$ cat config.mk
export PLATFORM = sky130hd
export DESIGN_NAME = mux_bus_unit
export DESIGN_NICKNAME = d
export VERILOG_FILES = /design/src/design/lane_decode.v /design/src/design/mux_bus_unit.v
export VERILOG_INCLUDE_DIRS = /design/src /design/src/design
export SDC_FILE = /design/constraint.sdc
export NUM_CORES = 1
export LEC_CHECK = 0
export BUFFER_PORTS_ARGS = -buffer_cell sky130_fd_sc_hd__buf_2
export CORE_AREA = 2 2 359 361
export CTS_BUF_LIST = sky130_fd_sc_hd__clkbuf_8
export DETAILED_ROUTE_END_ITERATION = 10
export DIE_AREA = 0 0 361 363
export PLACE_DENSITY_LB_ADDON = 0.12
export SLEW_MARGIN = 20
export SYNTH_ARGS = -nofsm -noshare
export SYNTH_HDL_FRONTEND = slang
export SYNTH_SLANG_ARGS = --single-unit
$ cat constraint.sdc
create_clock -name pclk -period 9.1 [get_ports pclk]
set_input_delay 0 -clock pclk [delete_from_list [all_inputs] [get_ports pclk]]
set_output_delay 0 -clock pclk [all_outputs]
set_load 0.05 [all_outputs]
$ cat src/design/mux_bus_map.vh
// Register offsets, field positions, reset value, port codes and read buffer depth of the bus unit.
`ifndef MUX_BUS_MAP_VH
`define MUX_BUS_MAP_VH
`define OFS_BUS_OPTION 12'h000
`define OFS_REQ_ADDR 12'h004
`define OFS_REQ_WDATA 12'h008
`define OFS_REQ_CTRL 12'h00c
`define OFS_STATUS 12'h010
`define OFS_RDATA 12'h014
`define OFS_FIRST 12'h018
`define OPT_BE_RDMASK 0
`define OPT_BE16_RDMASK 1
`define OPT_STRB_RD 2
`define OPT_STRB_WR 3
`define OPT_BIG_END 4
`define OPT_DBURST 5
`define OPT_RESET 32'h0000_001b
`define CTL_WRITE 0
`define CTL_SIZE_LO 1
`define CTL_SIZE_HI 2
`define CTL_PORT_LO 3
`define CTL_PORT_HI 4
`define CTL_MISS 5
`define CTL_IFETCH 6
`define CTL_GO 7
`define CTL_BYTES_LO 8
`define CTL_BYTES_HI 10
`define ST_BUSY 0
`define ST_DONE 1
`define ST_FAULT 2
`define ST_EXC 3
`define PORT32 2'h0
`define PORT16 2'h1
`define PORT8 2'h2
`define PAGE_LO 8
`define RDBUF_DEPTH 16
`endif

$ cat src/design/lane_decode.v
// Lane pattern decoder for the start of a bus transaction.
`timescale 1ns/1ps
`default_nettype none
module lane_decode (
	input wire [1:0] size, // Access size: 0 byte, 1 half, 2 word.
	input wire [1:0] addr_lo, // Low two bits of the byte address.
	input wire big_end, // Big-endian byte numbering.
	output reg [3:0] lanes_n // Active-low lanes touched.
);
	// Lane 3 is bits 31..24; big-endian maps offset 0 there.
	always @* begin
		lanes_n = 4'hf;
		case (size)
		2'h0: lanes_n[big_end ? 2'd3 - addr_lo : addr_lo] = 1'b0;
		2'h1: begin
			if (addr_lo[1] ^ big_end) begin
				lanes_n[3] = 1'b0;
				lanes_n[2] = 1'b0;
			end else begin
				lanes_n[1] = 1'b0;
				lanes_n[0] = 1'b0;
			end
		end
		default: lanes_n = 4'h0;
		endcase
	end
endmodule // lane_decode
`default_nettype wire

$ cat src/design/mux_bus_unit.v
// Multiplexed address/data bus master with APB control registers.
// How it works
// - One 32-bit bus carries address in one cycle and data in others.
// - First phase drives address 31..4 and lane strobes, latched by ALE.
// - Active-low lane strobes 3..0 mark bytes 31..24 down to 7..0.
// - For narrow ports lane strobes show all bytes the whole transaction uses.
// - Lane strobes held inactive on reads when read mask is disabled.
// - Writes drive write buffer data; reads fill the read buffer.
// - Narrow ports use upper lanes big-endian, lower lanes little-endian.
// - 32-bit ports: address bits 3..2 give word or count from 00.
// - 16-bit ports: address bits 3..1 give halfword or count from 000.
// - 8-bit ports: address bits 3..0 give byte or count per datum.
// - ALE high while the bus holds address and lane strobes.
// - Read drive enable asserts after bus release; negated on writes, idle.
// - Burst request only for cache-miss reads: instruction always, data optionally.
// - On writes the pin hints a back-to-back write in same 256 page.
// - Read strobe for reads, write strobe for writes.
// - Write acknowledge advances to next datum or ends transaction.
// - Capture input loads the bus datum into the read buffer.
// - Bus fault ends transaction; on reads it raises a bus error exception.
// - Half-port strobe 1 marks high byte, 0 low byte; maskable on reads.
// - Final-datum asserts with strobe for singles, after next-to-last otherwise.
// - Datum strobe pulses per datum, enabled per direction; writes after reset.
//
// The APB register port and the placing of the registers were chosen for this implementation.
`timescale 1ns/1ps
`default_nettype none
`include "mux_bus_map.vh"
module mux_bus_unit (
	input wire pclk, // Bus clock.
	input wire presetn, // Asynchronous reset, active low.
	input wire psel, // APB select.
	input wire penable, // APB access phase.
	input wire pwrite, // APB write.
	input wire [11:0] paddr, // APB byte address.
	input wire [31:0] pwdata, // APB write data.
	output wire pready, // APB ready, always high.
	output reg [31:0] prdata, // APB read data.
	output wire pslverr, // APB error on unmapped address.
	input wire [31:0] ad_in, // Shared bus level seen at the pins.
	output reg [31:0] ad_out, // Shared bus drive value.
	output reg ad_oe_n, // Shared bus output enable, low drives.
	output reg [3:0] addr_low, // Dedicated low address outputs.
	output reg ale, // Address latch strobe, active high.
	output reg read_drive_enable_n, // Memory may drive the bus.
	output reg burst_or_page_write_hint_n, // Burst request or page hint.
	output reg rd_n, // Read strobe.
	output reg wr_n, // Write strobe.
	input wire ack_n, // Acknowledge from memory.
	input wire read_buffer_capture_n, // Datum valid, load it.
	input wire bus_fault_input_n, // Bus error from memory.
	output reg [3:0] lane_select_strobes_n, // Lane strobes on the bus.
	output reg [1:0] half_port_lane_strobes_n, // 16-bit port lane strobes.
	output reg last_n, // Final datum of the transaction.
	output reg datum_strobe_n, // One pulse per datum.
	output reg bus_error_exc // Read bus error exception, a pulse.
);
	localparam S_IDLE = 3'd0;
	localparam S_ADDR = 3'd1;
	localparam S_TURN = 3'd2;
	localparam S_DATA = 3'd3;
	localparam S_END = 3'd4;

	reg [2:0] state;
	reg [31:0] bus_option;
	reg [31:0] req_addr;
	reg [31:0] req_wdata;
	reg [10:0] req_ctrl;
	reg done;
	reg fault;
	reg [4:0] count;
	reg [4:0] total;
	reg [3:0] rd_ptr;
	reg [3:0] wr_ptr;
	reg [31:0] rdbuf [0:`RDBUF_DEPTH-1];
	reg [31:0] prev_waddr;
	reg prev_was_write;
	wire [3:0] dec_n;
	wire is_write = req_ctrl[`CTL_WRITE];
	wire big_end = bus_option[`OPT_BIG_END];
	wire burst_rd = !is_write && req_ctrl[`CTL_MISS] &&
		(req_ctrl[`CTL_IFETCH] || bus_option[`OPT_DBURST]);
	wire apb_wr = psel && penable && pwrite;
	wire apb_rd = psel && penable && !pwrite;
	wire go = apb_wr && paddr == `OFS_REQ_CTRL && pwdata[`CTL_GO];
	// The go write reaches req_ctrl only at this edge, so the address
	// phase decodes size and port straight from the write data.
	wire [10:0] ctrl_now = (state == S_IDLE && go) ? pwdata[10:0] :
		req_ctrl;
	wire [1:0] port = ctrl_now[`CTL_PORT_HI:`CTL_PORT_LO];
	wire strobe_on = is_write ? bus_option[`OPT_STRB_WR] :
		bus_option[`OPT_STRB_RD];
	wire mapped = paddr < `OFS_FIRST && paddr[1:0] == 2'h0;
	wire [4:0] next_count = count + 5'd1;

	// Number of data in the transaction, from port width and request.
	function [4:0] data_count;
		input [1:0] p;
		input burst;
		input [2:0] nbytes;
		begin
			if (burst)
				data_count = (p == `PORT32) ? 5'd4 :
					(p == `PORT16) ? 5'd8 : 5'd16;
			else if (p == `PORT16 && nbytes > 3'd2)
				data_count = 5'd2;
			else if (p == `PORT8 && nbytes > 3'd1)
				data_count = {2'b00, nbytes};
			else
				data_count = 5'd1;
		end
	endfunction

	// Low address outputs for datum number n of the current transaction.
	function [3:0] low_addr;
		input [1:0] p;
		input burst;
		input [3:0] base;
		input [4:0] n;
		begin
			case (p)
			`PORT32: low_addr = burst ? {n[1:0], 2'b00} :
				{base[3:2], 2'b00};
			`PORT16: low_addr = burst ? {n[2:0], 1'b0} :
				{base[3:2], n[0] | base[1], 1'b0};
			default: low_addr = burst ? n[3:0] :
				base + n[3:0];
			endcase
		end
	endfunction

	// Lanes follow the request being started, not the one before it.
	lane_decode u_lane (
		.size(ctrl_now[`CTL_SIZE_HI:`CTL_SIZE_LO]),
		.addr_lo(req_addr[1:0]),
		.big_end(big_end),
		.lanes_n(dec_n)
	);

	// Every access completes in its first access cycle; no wait states.
	assign pready = 1'b1;
	// Unmapped or unaligned offsets answer with an error and read as zero.
	assign pslverr = psel && penable && !mapped;

	// Register writes; the done and fault flags favour hardware setting them.
	always @(posedge pclk or negedge presetn) begin
		if (!presetn) begin
			bus_option <= `OPT_RESET;
			req_addr <= 32'h0;
			req_wdata <= 32'h0;
			req_ctrl <= 11'h0;
		end else if (apb_wr && state == S_IDLE) begin
			case (paddr)
			`OFS_BUS_OPTION: bus_option <= pwdata;
			`OFS_REQ_ADDR: req_addr <= pwdata;
			`OFS_REQ_WDATA: req_wdata <= pwdata;
			`OFS_REQ_CTRL: req_ctrl <= pwdata[10:0];
			default: ;
			endcase
		end
	end

	// Register reads; reading the data port pops the read buffer.
	always @(posedge pclk or negedge presetn) begin
		if (!presetn) begin
			prdata <= 32'h0;
			rd_ptr <= 4'h0;
		end else if (psel && !penable && !pwrite) begin
			case (paddr)
			`OFS_BUS_OPTION: prdata <= bus_option;
			`OFS_REQ_ADDR: prdata <= req_addr;
			`OFS_REQ_WDATA: prdata <= req_wdata;
			`OFS_REQ_CTRL: prdata <= {21'h0, req_ctrl};
			`OFS_STATUS: prdata <= {28'h0, bus_error_exc, fault, done,
				state != S_IDLE};
			`OFS_RDATA: prdata <= rdbuf[rd_ptr];
			default: prdata <= 32'h0;
			endcase
		end else if (apb_rd && paddr == `OFS_RDATA) begin
			rd_ptr <= rd_ptr + 4'h1;
		end else if (go && state == S_IDLE) begin
			// A new transaction refills from slot 0, so popping restarts there.
			rd_ptr <= 4'h0;
		end
	end

	// The read buffer takes each datum the memory marks valid.
	always @(posedge pclk) begin
		if (state == S_DATA && !is_write && !read_buffer_capture_n)
			rdbuf[wr_ptr] <= ad_in;
	end

	// Bus sequencer: address phase, turnaround, data beats, end.
	always @(posedge pclk or negedge presetn) begin
		if (!presetn) begin
			state <= S_IDLE;
			count <= 5'h0;
			total <= 5'h1;
			wr_ptr <= 4'h0;
			done <= 1'b0;
			fault <= 1'b0;
			bus_error_exc <= 1'b0;
			prev_waddr <= 32'h0;
			prev_was_write <= 1'b0;
		end else begin
			bus_error_exc <= 1'b0;
			if (apb_wr && paddr == `OFS_STATUS) begin
				done <= done & ~pwdata[`ST_DONE];
				fault <= fault & ~pwdata[`ST_FAULT];
			end
			case (state)
			S_IDLE: if (go) begin
				state <= S_ADDR;
				count <= 5'h0;
				wr_ptr <= 4'h0;
				total <= data_count(pwdata[`CTL_PORT_HI:`CTL_PORT_LO],
					!pwdata[`CTL_WRITE] && pwdata[`CTL_MISS] &&
					(pwdata[`CTL_IFETCH] || bus_option[`OPT_DBURST]),
					pwdata[`CTL_BYTES_HI:`CTL_BYTES_LO]);
			end
			S_ADDR: begin
				// Writes drive data at once; reads need a release cycle.
				state <= is_write ? S_DATA : S_TURN;
			end
			S_TURN: state <= S_DATA;
			S_DATA: begin
				if (!bus_fault_input_n) begin
					// A cut transfer skips the acknowledge wait entirely.
					state <= S_IDLE;
					fault <= 1'b1;
					bus_error_exc <= !is_write;
					done <= 1'b1;
					prev_was_write <= is_write;
					prev_waddr <= req_addr;
				end else if (is_write ? !ack_n : !read_buffer_capture_n) begin
					count <= next_count;
					if (!is_write)
						wr_ptr <= wr_ptr + 4'h1;
					if (next_count == total)
						state <= S_END;
				end
			end
			S_END: begin
				// Reads finish only on acknowledge; a write has had its own.
				if (is_write || !ack_n) begin
					state <= S_IDLE;
					done <= 1'b1;
					prev_was_write <= is_write;
					prev_waddr <= req_addr;
				end
			end
			default: state <= S_IDLE;
			endcase
		end
	end

	// Pin drivers, registered from the next state so outputs stay glitch free.
	always @(posedge pclk or negedge presetn) begin
		if (!presetn) begin
			ad_out <= 32'h0;
			ad_oe_n <= 1'b1;
			addr_low <= 4'h0;
			ale <= 1'b0;
			read_drive_enable_n <= 1'b1;
			burst_or_page_write_hint_n <= 1'b1;
			rd_n <= 1'b1;
			wr_n <= 1'b1;
			lane_select_strobes_n <= 4'hf;
			half_port_lane_strobes_n <= 2'h3;
			last_n <= 1'b1;
			datum_strobe_n <= 1'b1;
		end else begin
			ale <= state == S_IDLE && go;
			datum_strobe_n <= 1'b1;
			case (state)
			S_IDLE: if (go) begin
				// Address phase: upper address with lane strobes on low bits.
				ad_out <= {req_addr[31:4], dec_n};
				ad_oe_n <= 1'b0;
				addr_low <= low_addr(port, 1'b0, req_addr[3:0], 5'h0);
			end
			S_ADDR: begin
				ad_out <= req_wdata;
				ad_oe_n <= !is_write; // Release before memory drives.
				lane_select_strobes_n <= (!is_write &&
					!bus_option[`OPT_BE_RDMASK]) ? 4'hf : dec_n;
				// Narrow lanes ignore reverse endian; set by big_end only.
				half_port_lane_strobes_n <= (!is_write &&
					!bus_option[`OPT_BE16_RDMASK]) ? 2'h3 :
					(big_end ? dec_n[3:2] : dec_n[1:0]);
				addr_low <= low_addr(port, burst_rd, req_addr[3:0], 5'h0);
				rd_n <= is_write;
				wr_n <= !is_write;
				read_drive_enable_n <= 1'b1;
				burst_or_page_write_hint_n <= is_write ?
					!(prev_was_write && prev_waddr[31:`PAGE_LO] ==
					req_addr[31:`PAGE_LO]) : !burst_rd;
				last_n <= !(total == 5'h1);
				datum_strobe_n <= !strobe_on;
			end
			S_TURN: read_drive_enable_n <= 1'b0;
			S_DATA: begin
				if (!bus_fault_input_n) begin
					// Everything is released at once; no end cycle follows.
					rd_n <= 1'b1;
					wr_n <= 1'b1;
					last_n <= 1'b1;
					ad_oe_n <= 1'b1;
					read_drive_enable_n <= 1'b1;
					burst_or_page_write_hint_n <= 1'b1;
					lane_select_strobes_n <= 4'hf;
					half_port_lane_strobes_n <= 2'h3;
				end else if (is_write ? !ack_n : !read_buffer_capture_n) begin
					if (next_count == total) begin
						wr_n <= 1'b1;
						// A read keeps last asserted until its strobe ends.
						if (is_write)
							last_n <= 1'b1;
						ad_oe_n <= 1'b1;
					end else begin
						// Next write datum: 8-bit ports repeat the next byte on all lanes; 16-bit ports repeat the low halfword.
						addr_low <= low_addr(port, burst_rd,
							req_addr[3:0], next_count);
						last_n <= !(next_count + 5'h1 == total);
						datum_strobe_n <= !strobe_on;
						if (is_write)
							ad_out <= (port == `PORT16) ?
								{req_wdata[15:0], req_wdata[15:0]} :
								{4{req_wdata[8*next_count[1:0] +: 8]}};
					end
				end
			end
			S_END: if (is_write || !ack_n) begin
				rd_n <= 1'b1;
				last_n <= 1'b1;
				read_drive_enable_n <= 1'b1;
				burst_or_page_write_hint_n <= 1'b1;
				lane_select_strobes_n <= 4'hf;
				half_port_lane_strobes_n <= 2'h3;
			end
			default: ;
			endcase
		end
	end
endmodule // mux_bus_unit
`default_nettype wire

* Yosys cells after proc, flatten, opt, wreduce, memory -nomap -nowiden
Memory sizes are Yosys's and may differ from the RTL's.
Index checks and enable logic that the tools add are counted.
** Storage, ports and cells
- Bits in registers :: 246
- RAM bits :: 512
- Bits of input ports :: 84
- Memories kept :: 1
- Output and inout bits :: 85
- Logic and storage cells :: 250
** Cells by class
- $add $sub $neg :: 6
- Shift-type cells :: 1
- Equal/unequal tests :: 28
- Muxes and demuxes :: 101
- Reduce and logical (&&, ||, !) cells :: 73
- Bitwise logic cells :: 8
- Order comparisons :: 5
** Memory list
- rdbuf :: words 16, width 32, rd ports 1, clocked after Yosys merged registers in 0, wr ports 1, RTL line mux_bus_unit.v:75 : reg [31:0] rdbuf [0:`RDBUF_DEPTH-1];
** Operator list (number)
- 32-bit two-way mux :: 8
- 32-bit one-hot mux with 6 select lines :: 1
- 32-bit one-hot mux with 3 select lines :: 1
- 4-bit two-way mux :: 19
- 32-bit one-hot mux with 2 select lines :: 1
- 5-bit two-way mux :: 7
- 4-bit one-hot mux with 2 select lines :: 4
- 32-bit by 6-bit indexed part select with 8-bit output :: 1
- 1-bit two-way mux :: 30
- 1-bit logical AND :: 25
- 12-bit by 4-bit == test with 1-bit output (second input constant) :: 2
- 12-bit by 5-bit == test with 1-bit output (second input constant) :: 2
- 24-bit == test :: 1
- 4-bit one-hot mux with 3 select lines :: 2
- 3-bit two-way mux :: 7
- 4-bit AND reduction :: 4
- 3-bit one-hot mux with 5 select lines :: 1
- 1-bit zero test :: 14
- 2-bit two-way mux :: 7
- 2-bit inequality test (second input constant) :: 7
- 12-bit by 3-bit == test with 1-bit output (second input constant) :: 1
- 12-bit zero test :: 1
- 12-bit by 5-bit less-than comparator with 1-bit output (second input constant) :: 1
- 1-bit one-hot mux with 3 select lines :: 4
- 39 further kinds :: 71

* Depth between registers and ports, before layout
Gate-level depths: netlist of the first run.
- Depth in word-level cells :: 13
- Mapped depth :: 13

* Modules after synthesis
Synthesis of the first run repeated with hierarchy kept, for this count alone.
** Unflattened totals
- Cells, all modules :: 1981
- Area, all modules :: 31636.6 µm²
** By module, submodules not included
- mux_bus_unit :: instances 1, cells each 1966, area an instance 31547.8 µm²
- lane_decode :: instances 1, cells each 15, area an instance 88.8 µm²

* Worst setup path before layout of the first run
OpenSTA, ideal clock, no wires.
- Kind :: flip-flop to flip-flop
- From :: register state[2]
- To :: memory rdbuf[0][0], enable pin
- Arrival :: 3.610 ns
- Cell stages (with the launch flop) :: 8
- Data required time :: 8.639 ns
- Slack :: 5.029 ns
- Cell sequence :: dfrtp_1 > buf_2 > nor2b_1 > buf_2 > nand2_1 > nor3_1 > nand2_1 > nor3_1
** On the way
- Cells in the longest elaborated chain, start to end :: 5
** RTL lines
- start, declared :: RTL line mux_bus_unit.v:64 : reg [2:0] state;
- start signal, assigned :: RTL line mux_bus_unit.v:223 : state <= is_write ? S_DATA : S_TURN;
- 3-bit by 2-bit == test with 1-bit output :: RTL line mux_bus_unit.v:189 : if (state == S_DATA && !is_write && !read_buffer_capture_n)
- 1-bit logical AND (2 in a row) :: RTL line mux_bus_unit.v:189
- 1-bit two-way mux :: RTL line mux_bus_unit.v:189
- 1-bit two-way mux (implied by the code) :: RTL line mux_bus_unit.v:190 : rdbuf[wr_ptr] <= ad_in;
- end, declared :: RTL line mux_bus_unit.v:75
No other way between the ends.

* Worst setup path after layout of the first run
- From :: register state[0]
- To :: memory rdbuf[7][12], enable pin
Same word-level chain as after synthesis.

==> results.ini, run 1 <==
[power]
power.static_leakage_nw=13.65
power_frac_seq=0.469
comb_power_share=0.155
p_int_mw=5.797
worst_ir_drop_vdd_v=0.0001359
powerDensity_nw_per_um2=217.2
sw_frac_of_total=0.2999
p_total_mw=8.281
net-switching-power_mw=2.483
power.clock.fraction=0.376

[sta]
timing.hold.ws_ns=0.09165
setup_viol=0
timing.clock.skew_ns=0.03893
timing_max_transition_violations_final=0
timing_worst_slew_pin_value_ns=1.170
post_layout_min_period_ns=3.918
final.period_utilization=0.4306
final-hold-violation-count=0
timing.fmax_mhz=255.2
worst_slew_margin_rel=0.2203
setup-tns-final_ns=0
unrepaired_setup_endpoints_after_global_routing=no

[setup_path]
worst-path-max-fanout=25
worstReg2RegStart=state[0]$_DFFE_PN0P_
cp_data_arrival_time_ns=4.33
timing.setup.critical_path_class=flip-flop to flip-flop
worst_path_required_ns=9.51
setup.worst_path.end_class=flip-flop
cp-startpoint=state[0]$_DFFE_PN0P_
critical_path_launch_point_type=flip-flop

[clocking]
worst_setup_hold_path_clk_slew_ns=0.06
cts_tree=done
clk-insertion-delay-late_ns=0.81
htree_levels=4
ctsLongestPathBuffers=3
cts-root-buf=sky130_fd_sc_hd__clkbuf_8
cts_buffers=137
tritoncts_num_sinks=750

[worst_hold_path]
hold_path_startpoint=pwdata[6]
min_path_type=primary input to flip-flop

[floorplanning]
design.die.area_um2=131000
fp.dieH_um=363
placement_rows=131
die_w_um=361
num_io_pins=169
floorplan.initialDensity=0.2484
core_area_um2=127000

[global_route]
grt_remaining_overflow=0
antenna_violations_before_repair=11
largest_net_degree_at_the_start_of_global_routing=130
grt_pass1_vias=20342
grt_first_pass_wirelength_um=147600
grt_util_all_layers=0.1552

[logic_synthesis]
yosysWarningCount=0
synth-seq-area-share=0.6767
synth-async-reset-ratio=0.3173
predominant_post_synthesis_flop_cell=sky130_fd_sc_hd__edfxtp_1
synth_edf_count=512
syn_area_per_cell_um2=15.91
yosysUniqueCellTypes=74
netlist_instances=1983
syn-num-nets=2078
netlist_area_pre_place_um2=31560
ys_ff_latch=750

[layout]
layout-drive-gt1-share=0.2642
layout.cells.most_common_list=sky130_fd_sc_hd__edfxtp_1, sky130_fd_sc_hd__dfrtp_1, sky130_fd_sc_hd__buf_2, sky130_fd_sc_hd__clkbuf_8, sky130_fd_sc_hd__mux2i_1
core_occupancy_in_the_finished_layout=0.3001
fillers=12665
layout.cells.most_common=sky130_fd_sc_hd__edfxtp_1
nets=2405
area_delta_synth_final_pct=20.82

[place]
gp_congestion=0.8079
dp_hpwl_um=62620
placement.io_buffers=167

[detailed_routing]
via_count=19294
first_iter_violations=1425
drc=0
avgRoutedWirePerCell_um=24.94
postRouteWirelength_um=101900
drt_first_pass_iters=5
final_antenna_net_count=0
route.detailed.vias_per_inst=4.724

[job]
max-cap-violations=0

[status]
outcome=complete, no violations

[repair_timing]
item / CTS / global route
gates resized for setup: 0 / 0
endpoints found under the hold margin: 777 / 0
hold buffers: 109 / 0
buffers inserted: 0 / 0
[power by group through the flow]
stage	clock (mW)	combinational [mW]	sequential, mW
finish	3.12	1.28	3.88
CTS	3.23	1.30	3.88
floorplan	0	0.578	4.24
detailed placement	0	1.25	3.95
global placement	0	1.23	3.95
global route	3.37	1.39	3.90
[cell usage after synthesis, types with 20 or more instances]
library cell	instances	area, um2
sky130_fd_sc_hd__mux2_2	98	1104
sky130_fd_sc_hd__a21oi_1	86	430.4
sky130_fd_sc_hd__a31oi_1	23	143.9
sky130_fd_sc_hd__buf_2	40	200.2
sky130_fd_sc_hd__xor2_1	26	227.7
sky130_fd_sc_hd__nor2_1	77	289.0
sky130_fd_sc_hd__clkbuf_1	63	236.5
sky130_fd_sc_hd__mux4_2	93	2095
sky130_fd_sc_hd__nand3_1	20	100.1
sky130_fd_sc_hd__mux2i_1	124	1241
sky130_fd_sc_hd__a221oi_1	59	516.8
sky130_fd_sc_hd__dfrtp_1	220	5505
sky130_fd_sc_hd__o21ai_0	66	330.3
sky130_fd_sc_hd__o22a_1	21	183.9
sky130_fd_sc_hd__mux2_1	31	349.1
sky130_fd_sc_hd__nor3b_1	27	202.7
sky130_fd_sc_hd__a222oi_1	21	210.2
sky130_fd_sc_hd__nand2_1	96	360.4
sky130_fd_sc_hd__edfxtp_1	512	15370
sky130_fd_sc_hd__a22oi_1	26	195.2
[cell families (layout without fill, tap and decap cells)]
| kind of cell | Yosys count | after routing | share of synthesized area |
|---|---|---|---|
| buffers and inverters | 147 | 583 | 0.02125 |
| xor gates and xnor gates | 43 | 43 | 0.01328 |
| other | 1 | 4 | 0.0001188 |
| adders and majority gates | 11 | 11 | 0.004599 |
| AOI/OAI and AO/OA | 383 | 383 | 0.08398 |
| muxes | 346 | 346 | 0.1517 |
| DFF | 750 | 750 | 0.6767 |
| and+or+nand+nor | 302 | 302 | 0.04837 |
[state kept, by name, indices dropped and copies added, names as in the netlist, 2 cells and up]
signal                    count
ad_out                       32
count                         5
addr_low                      4
lane_select_strobes_n         4
prev_waddr                   24
rd_ptr                        4
rdbuf                       512
wr_ptr                        4
half_port_lane_strobes_n      2
state                         3
prdata                       32
bus_option                   32
req_wdata                    32
total                         5
req_addr                     32
req_ctrl                     11
[area by class of cell]
type                            instances  area (um2)  share of cell area
Multi-Input combinational cell       1086        9679              0.2539
Antenna cell                            3       7.507           0.0001969
Timing Repair Buffer                  316        2280             0.05979
Clock inverter                         93       514.2             0.01349
Tap cell                             1662        2079             0.05454
Inverter                               19       71.32            0.001871
Clock buffer                          155        2133             0.05595
Sequential cell                       750       21360              0.5603
[critical path: stages (launching register included)]
cell	delay (ns)
sky130_fd_sc_hd__dfrtp_1	0.51
sky130_fd_sc_hd__nor2b_1	0.56
sky130_fd_sc_hd__nand2_1	0.33
sky130_fd_sc_hd__nor3_1	0.76
sky130_fd_sc_hd__nand2_1	0.43
sky130_fd_sc_hd__nor2_4	0.39
sky130_fd_sc_hd__buf_4	0.54
[stage by stage]
stage	std cells	setup WS, ns	area (um2)
finish	4084	5.182	38130
CTS	4080	5.180	38100
global route	4082	4.871	38120
global placement	3723	5.087	34330
detailed placement	3723	5.233	34340
floorplan	1983	5.029	31560
[worst paths after layout]
| path | endpoint | slack [ns] | cells after the start |
|---|---|---|---|
| setup / recovery | rdbuf[7][12]$_DFFE_PP_ | 5.18 | 6 |
| hold / removal | bus_option[6]$_DFFE_PN0P_ | 0.09 | 3 |
| setup reg to reg | rdbuf[7][12]$_DFFE_PP_ | 5.18 | 6 |
| hold reg to reg | prdata[4]$_DFFE_PN0P_ | 0.49 | 2 |
| max in group asynchronous | rd_ptr[0]$_DFFE_PN0P_ | 7.78 | 4 |
| min in group asynchronous | prdata[17]$_DFFE_PN0P_ | 0.43 | 4 |
[per-layer routing]
| layer | up-vias | track usage | routed length (um) |
|---|---|---|---|
| li1 | 8553 | - | - |
| met1 | 10140 | 0.1998 | 45040 |
| met2 | 454 | 0.2617 | 49850 |
| met3 | 139 | 0.03209 | 4520 |
| met4 | 8 | 0.04767 | 2401 |
| met5 | - | 0 | 45 |
Power figures use the tool's default switching activity.
==> inputs of run 2 (changes only) <==
- clock period: 9.1 -> 3.85 ns (I/O delays scaled with it)
==> run 2 against run 1 <==
Clock skew fell by 0.00080 ns; routed wire length rose by 4.1%; cell area rose by 0.77%; via count rose by 0.86%; non-clock buffer count rose by 23; worst hold slack got worse by 0.015 ns; clock-buffer cell count fell by 1; critical path type unchanged; critical endpoint is now rdbuf[12][26]$_DFFE_PP_; largest cell class unchanged.
==> results.ini, run 2 (synthesis gave the netlist of run 1 again) <==
[status]
outcome=complete, no violations

[sta]
timing_worst_slew_pin_value_ns=1.143  ; -0.02638 ns
timing.clock.skew_ns=0.03814  ; -0.0007965 ns
timing.hold.ws_ns=0.07663  ; -0.01502 ns
post_layout_min_period_ns=3.343  ; -0.5754 ns
setup-tns-final_ns=0  ; unchanged
timing.fmax_mhz=299.2  ; +17%
final-hold-violation-count=0  ; unchanged
setup_viol=0  ; unchanged
timing_max_transition_violations_final=0  ; unchanged
unrepaired_setup_endpoints_after_global_routing=no
worst_slew_margin_rel=0.2314  ; +0.01107
final.period_utilization=0.8682  ; +0.4377

[layout]
core_occupancy_in_the_finished_layout=0.3025  ; +0.002315
layout.cells.most_common_list=sky130_fd_sc_hd__edfxtp_1, sky130_fd_sc_hd__dfrtp_1, sky130_fd_sc_hd__buf_2, sky130_fd_sc_hd__clkbuf_8, sky130_fd_sc_hd__mux2i_1
finish.instance_area_um2=38420  ; +0.77%
layout-drive-gt1-share=0.2717  ; +0.007527
largest_register_ff_count=512  ; unchanged
nets=2430  ; +1.0%
layout.cells.most_common=sky130_fd_sc_hd__edfxtp_1
largest-register=rdbuf
area_delta_synth_final_pct=21.75

[detailed_routing]
postRouteWirelength_um=106000  ; +4.1%
route.met3.wl_um=4391  ; -2.9%
first_iter_violations=1425  ; unchanged
final_antenna_net_count=0  ; unchanged
detailroute.wirelength.met2_um=51840  ; +4.0%
avgRoutedWirePerCell_um=25.81  ; +3.5%
route.detailed.vias_per_inst=4.737  ; +0.27%
via_count=19460  ; +0.86%
topRoutingLayerUsed=met5
route.layer.met1.wl_um=47460  ; +5.4%
drc=0  ; unchanged
drt_first_pass_iters=6  ; +1

[clocking]
htree_levels=4  ; unchanged
cts-root-buf=sky130_fd_sc_hd__clkbuf_8
clk-insertion-delay-late_ns=0.81  ; about the same
post_cts.resized_instances=0  ; unchanged
worst_setup_hold_path_clk_slew_ns=0.06  ; about the same
ctsLongestPathBuffers=3  ; unchanged
postCtsSetupBuffers=0  ; unchanged
cts_buffers=139  ; +1.5%
tritoncts_num_sinks=750  ; unchanged
cts_tree=done

[setup_path]
cp_data_arrival_time_ns=3.82  ; -0.51 ns
timing.setup.critical_path_class=flip-flop to flip-flop
worst-path-max-fanout=45  ; +80%
worst_path_required_ns=4.33  ; -5.18 ns
setup.worst_path.end_class=flip-flop
critical_path_launch_point_type=flip-flop

[power]
powerDensity_nw_per_um2=510.2  ; +130%
p_total_mw=19.60  ; +140%
power.static_leakage_nw=13.78  ; +0.98%
worst_ir_drop_vdd_v=0.0002933  ; +120%

[floorplanning]
floorplan.initialDensity=0.2484  ; unchanged
design.die.area_um2=131000  ; unchanged
num_io_pins=169  ; unchanged
core_area_um2=127000  ; unchanged
placement_rows=131  ; unchanged
die_w_um=361  ; unchanged
fp.dieH_um=363  ; unchanged

[place]
dpl_cell_area_um2=34760  ; +1.2%
placement.io_buffers=167  ; unchanged
dp_hpwl_um=68390  ; +9.2%
gp_congestion=0.8069  ; -0.12%

[global_route]
antenna_violations_before_repair=6  ; -5
grt_pass1_vias=20425  ; +0.41%
grt_first_pass_wirelength_um=153100  ; +3.7%
grt_util_all_layers=0.1613  ; +0.006175
largest_net_degree_at_the_start_of_global_routing=93  ; -28%
grt_remaining_overflow=0  ; unchanged

[job]
max-cap-violations=0  ; unchanged

[worst_hold_path]
min_path_type=primary input to flip-flop

-- run 2: cell types whose count changed in the layout (fill, tap and decap cells not counted), sizes merged --
cell | before | now
dlygate4sd3 | 108 | 102
diode | 3 | 2
clkbuf | 155 | 154
buf | 208 | 237
clkinvlp | 4 | 6
clkinv | 27 | 28
-- run 2: area by class of cell --
class / count / area, um2
multi-input cells: 1086 / 9699
clock buffers: 154 / 2120
fillers: 12643 / 88610
flip-flops and latches: 750 / 21360
inverters: 19 / 71.32
clock inverters: 96 / 483.0
diodes: 2 / 5.005
well taps: 1662 / 2079
repair buffers: 339 / 2600
-- run 2: repair_timing --
action	in CTS	in global routing
endpoints found under the hold margin	898	0
hold buffers	103	0
endpoints found under the setup margin	0	0
-- run 2: critical path: stages (launching register included) --
cell and delay (ns):
sky130_fd_sc_hd__dfrtp_1 0.35, sky130_fd_sc_hd__buf_4 0.42, sky130_fd_sc_hd__nand2_1 0.32, sky130_fd_sc_hd__nor3_1 0.51, sky130_fd_sc_hd__buf_4 0.25, sky130_fd_sc_hd__nand2_1 0.24, sky130_fd_sc_hd__nor2_4 0.60, sky130_fd_sc_hd__buf_4 0.32
-- run 2: per-stage QoR --
stage,instances,setup slack [ns]
after floorplan,1983,0.6318
after global placement,3753,0.5710
after detailed placement,3753,0.5334
after CTS,4106,0.5098
after global routing,4107,0.3455
final,4108,0.5073
-- run 2: worst paths after layout --
kind / slack, ns / endpoint / start / cells past startpoint
max: 0.51 / rdbuf[12][26]$_DFFE_PP_ / state[1]$_DFFE_PN0P_ / 7
min: 0.08 / req_wdata[20]$_DFFE_PN0P_ / pwdata[20] / 3
max reg2reg: 0.51 / rdbuf[12][26]$_DFFE_PP_ / state[1]$_DFFE_PN0P_ / 7
min reg2reg: 0.48 / addr_low[0]$_DFFE_PN0P_ / addr_low[0]$_DFFE_PN0P_ / 2
max in group asynchronous: 2.92 / rd_ptr[2]$_DFFE_PN0P_ / presetn / 4
min in group asynchronous: 0.45 / prev_waddr[12]$_DFFE_PN0P_ / presetn / 4
-- run 2: power breakdown --
part	internal, mW	switching [mW]
registers	8.94	0.226
logic	0.898	2.27
clock network	3.85	3.42
total	13.7	5.91
-- run 2: per-layer routing --
layer	GRT usage	vias up
li1	-	8597
met2	0.2717	497
met1	0.2113	10219
met3	0.03037	145
met5	0	-
met4	0.04627	2
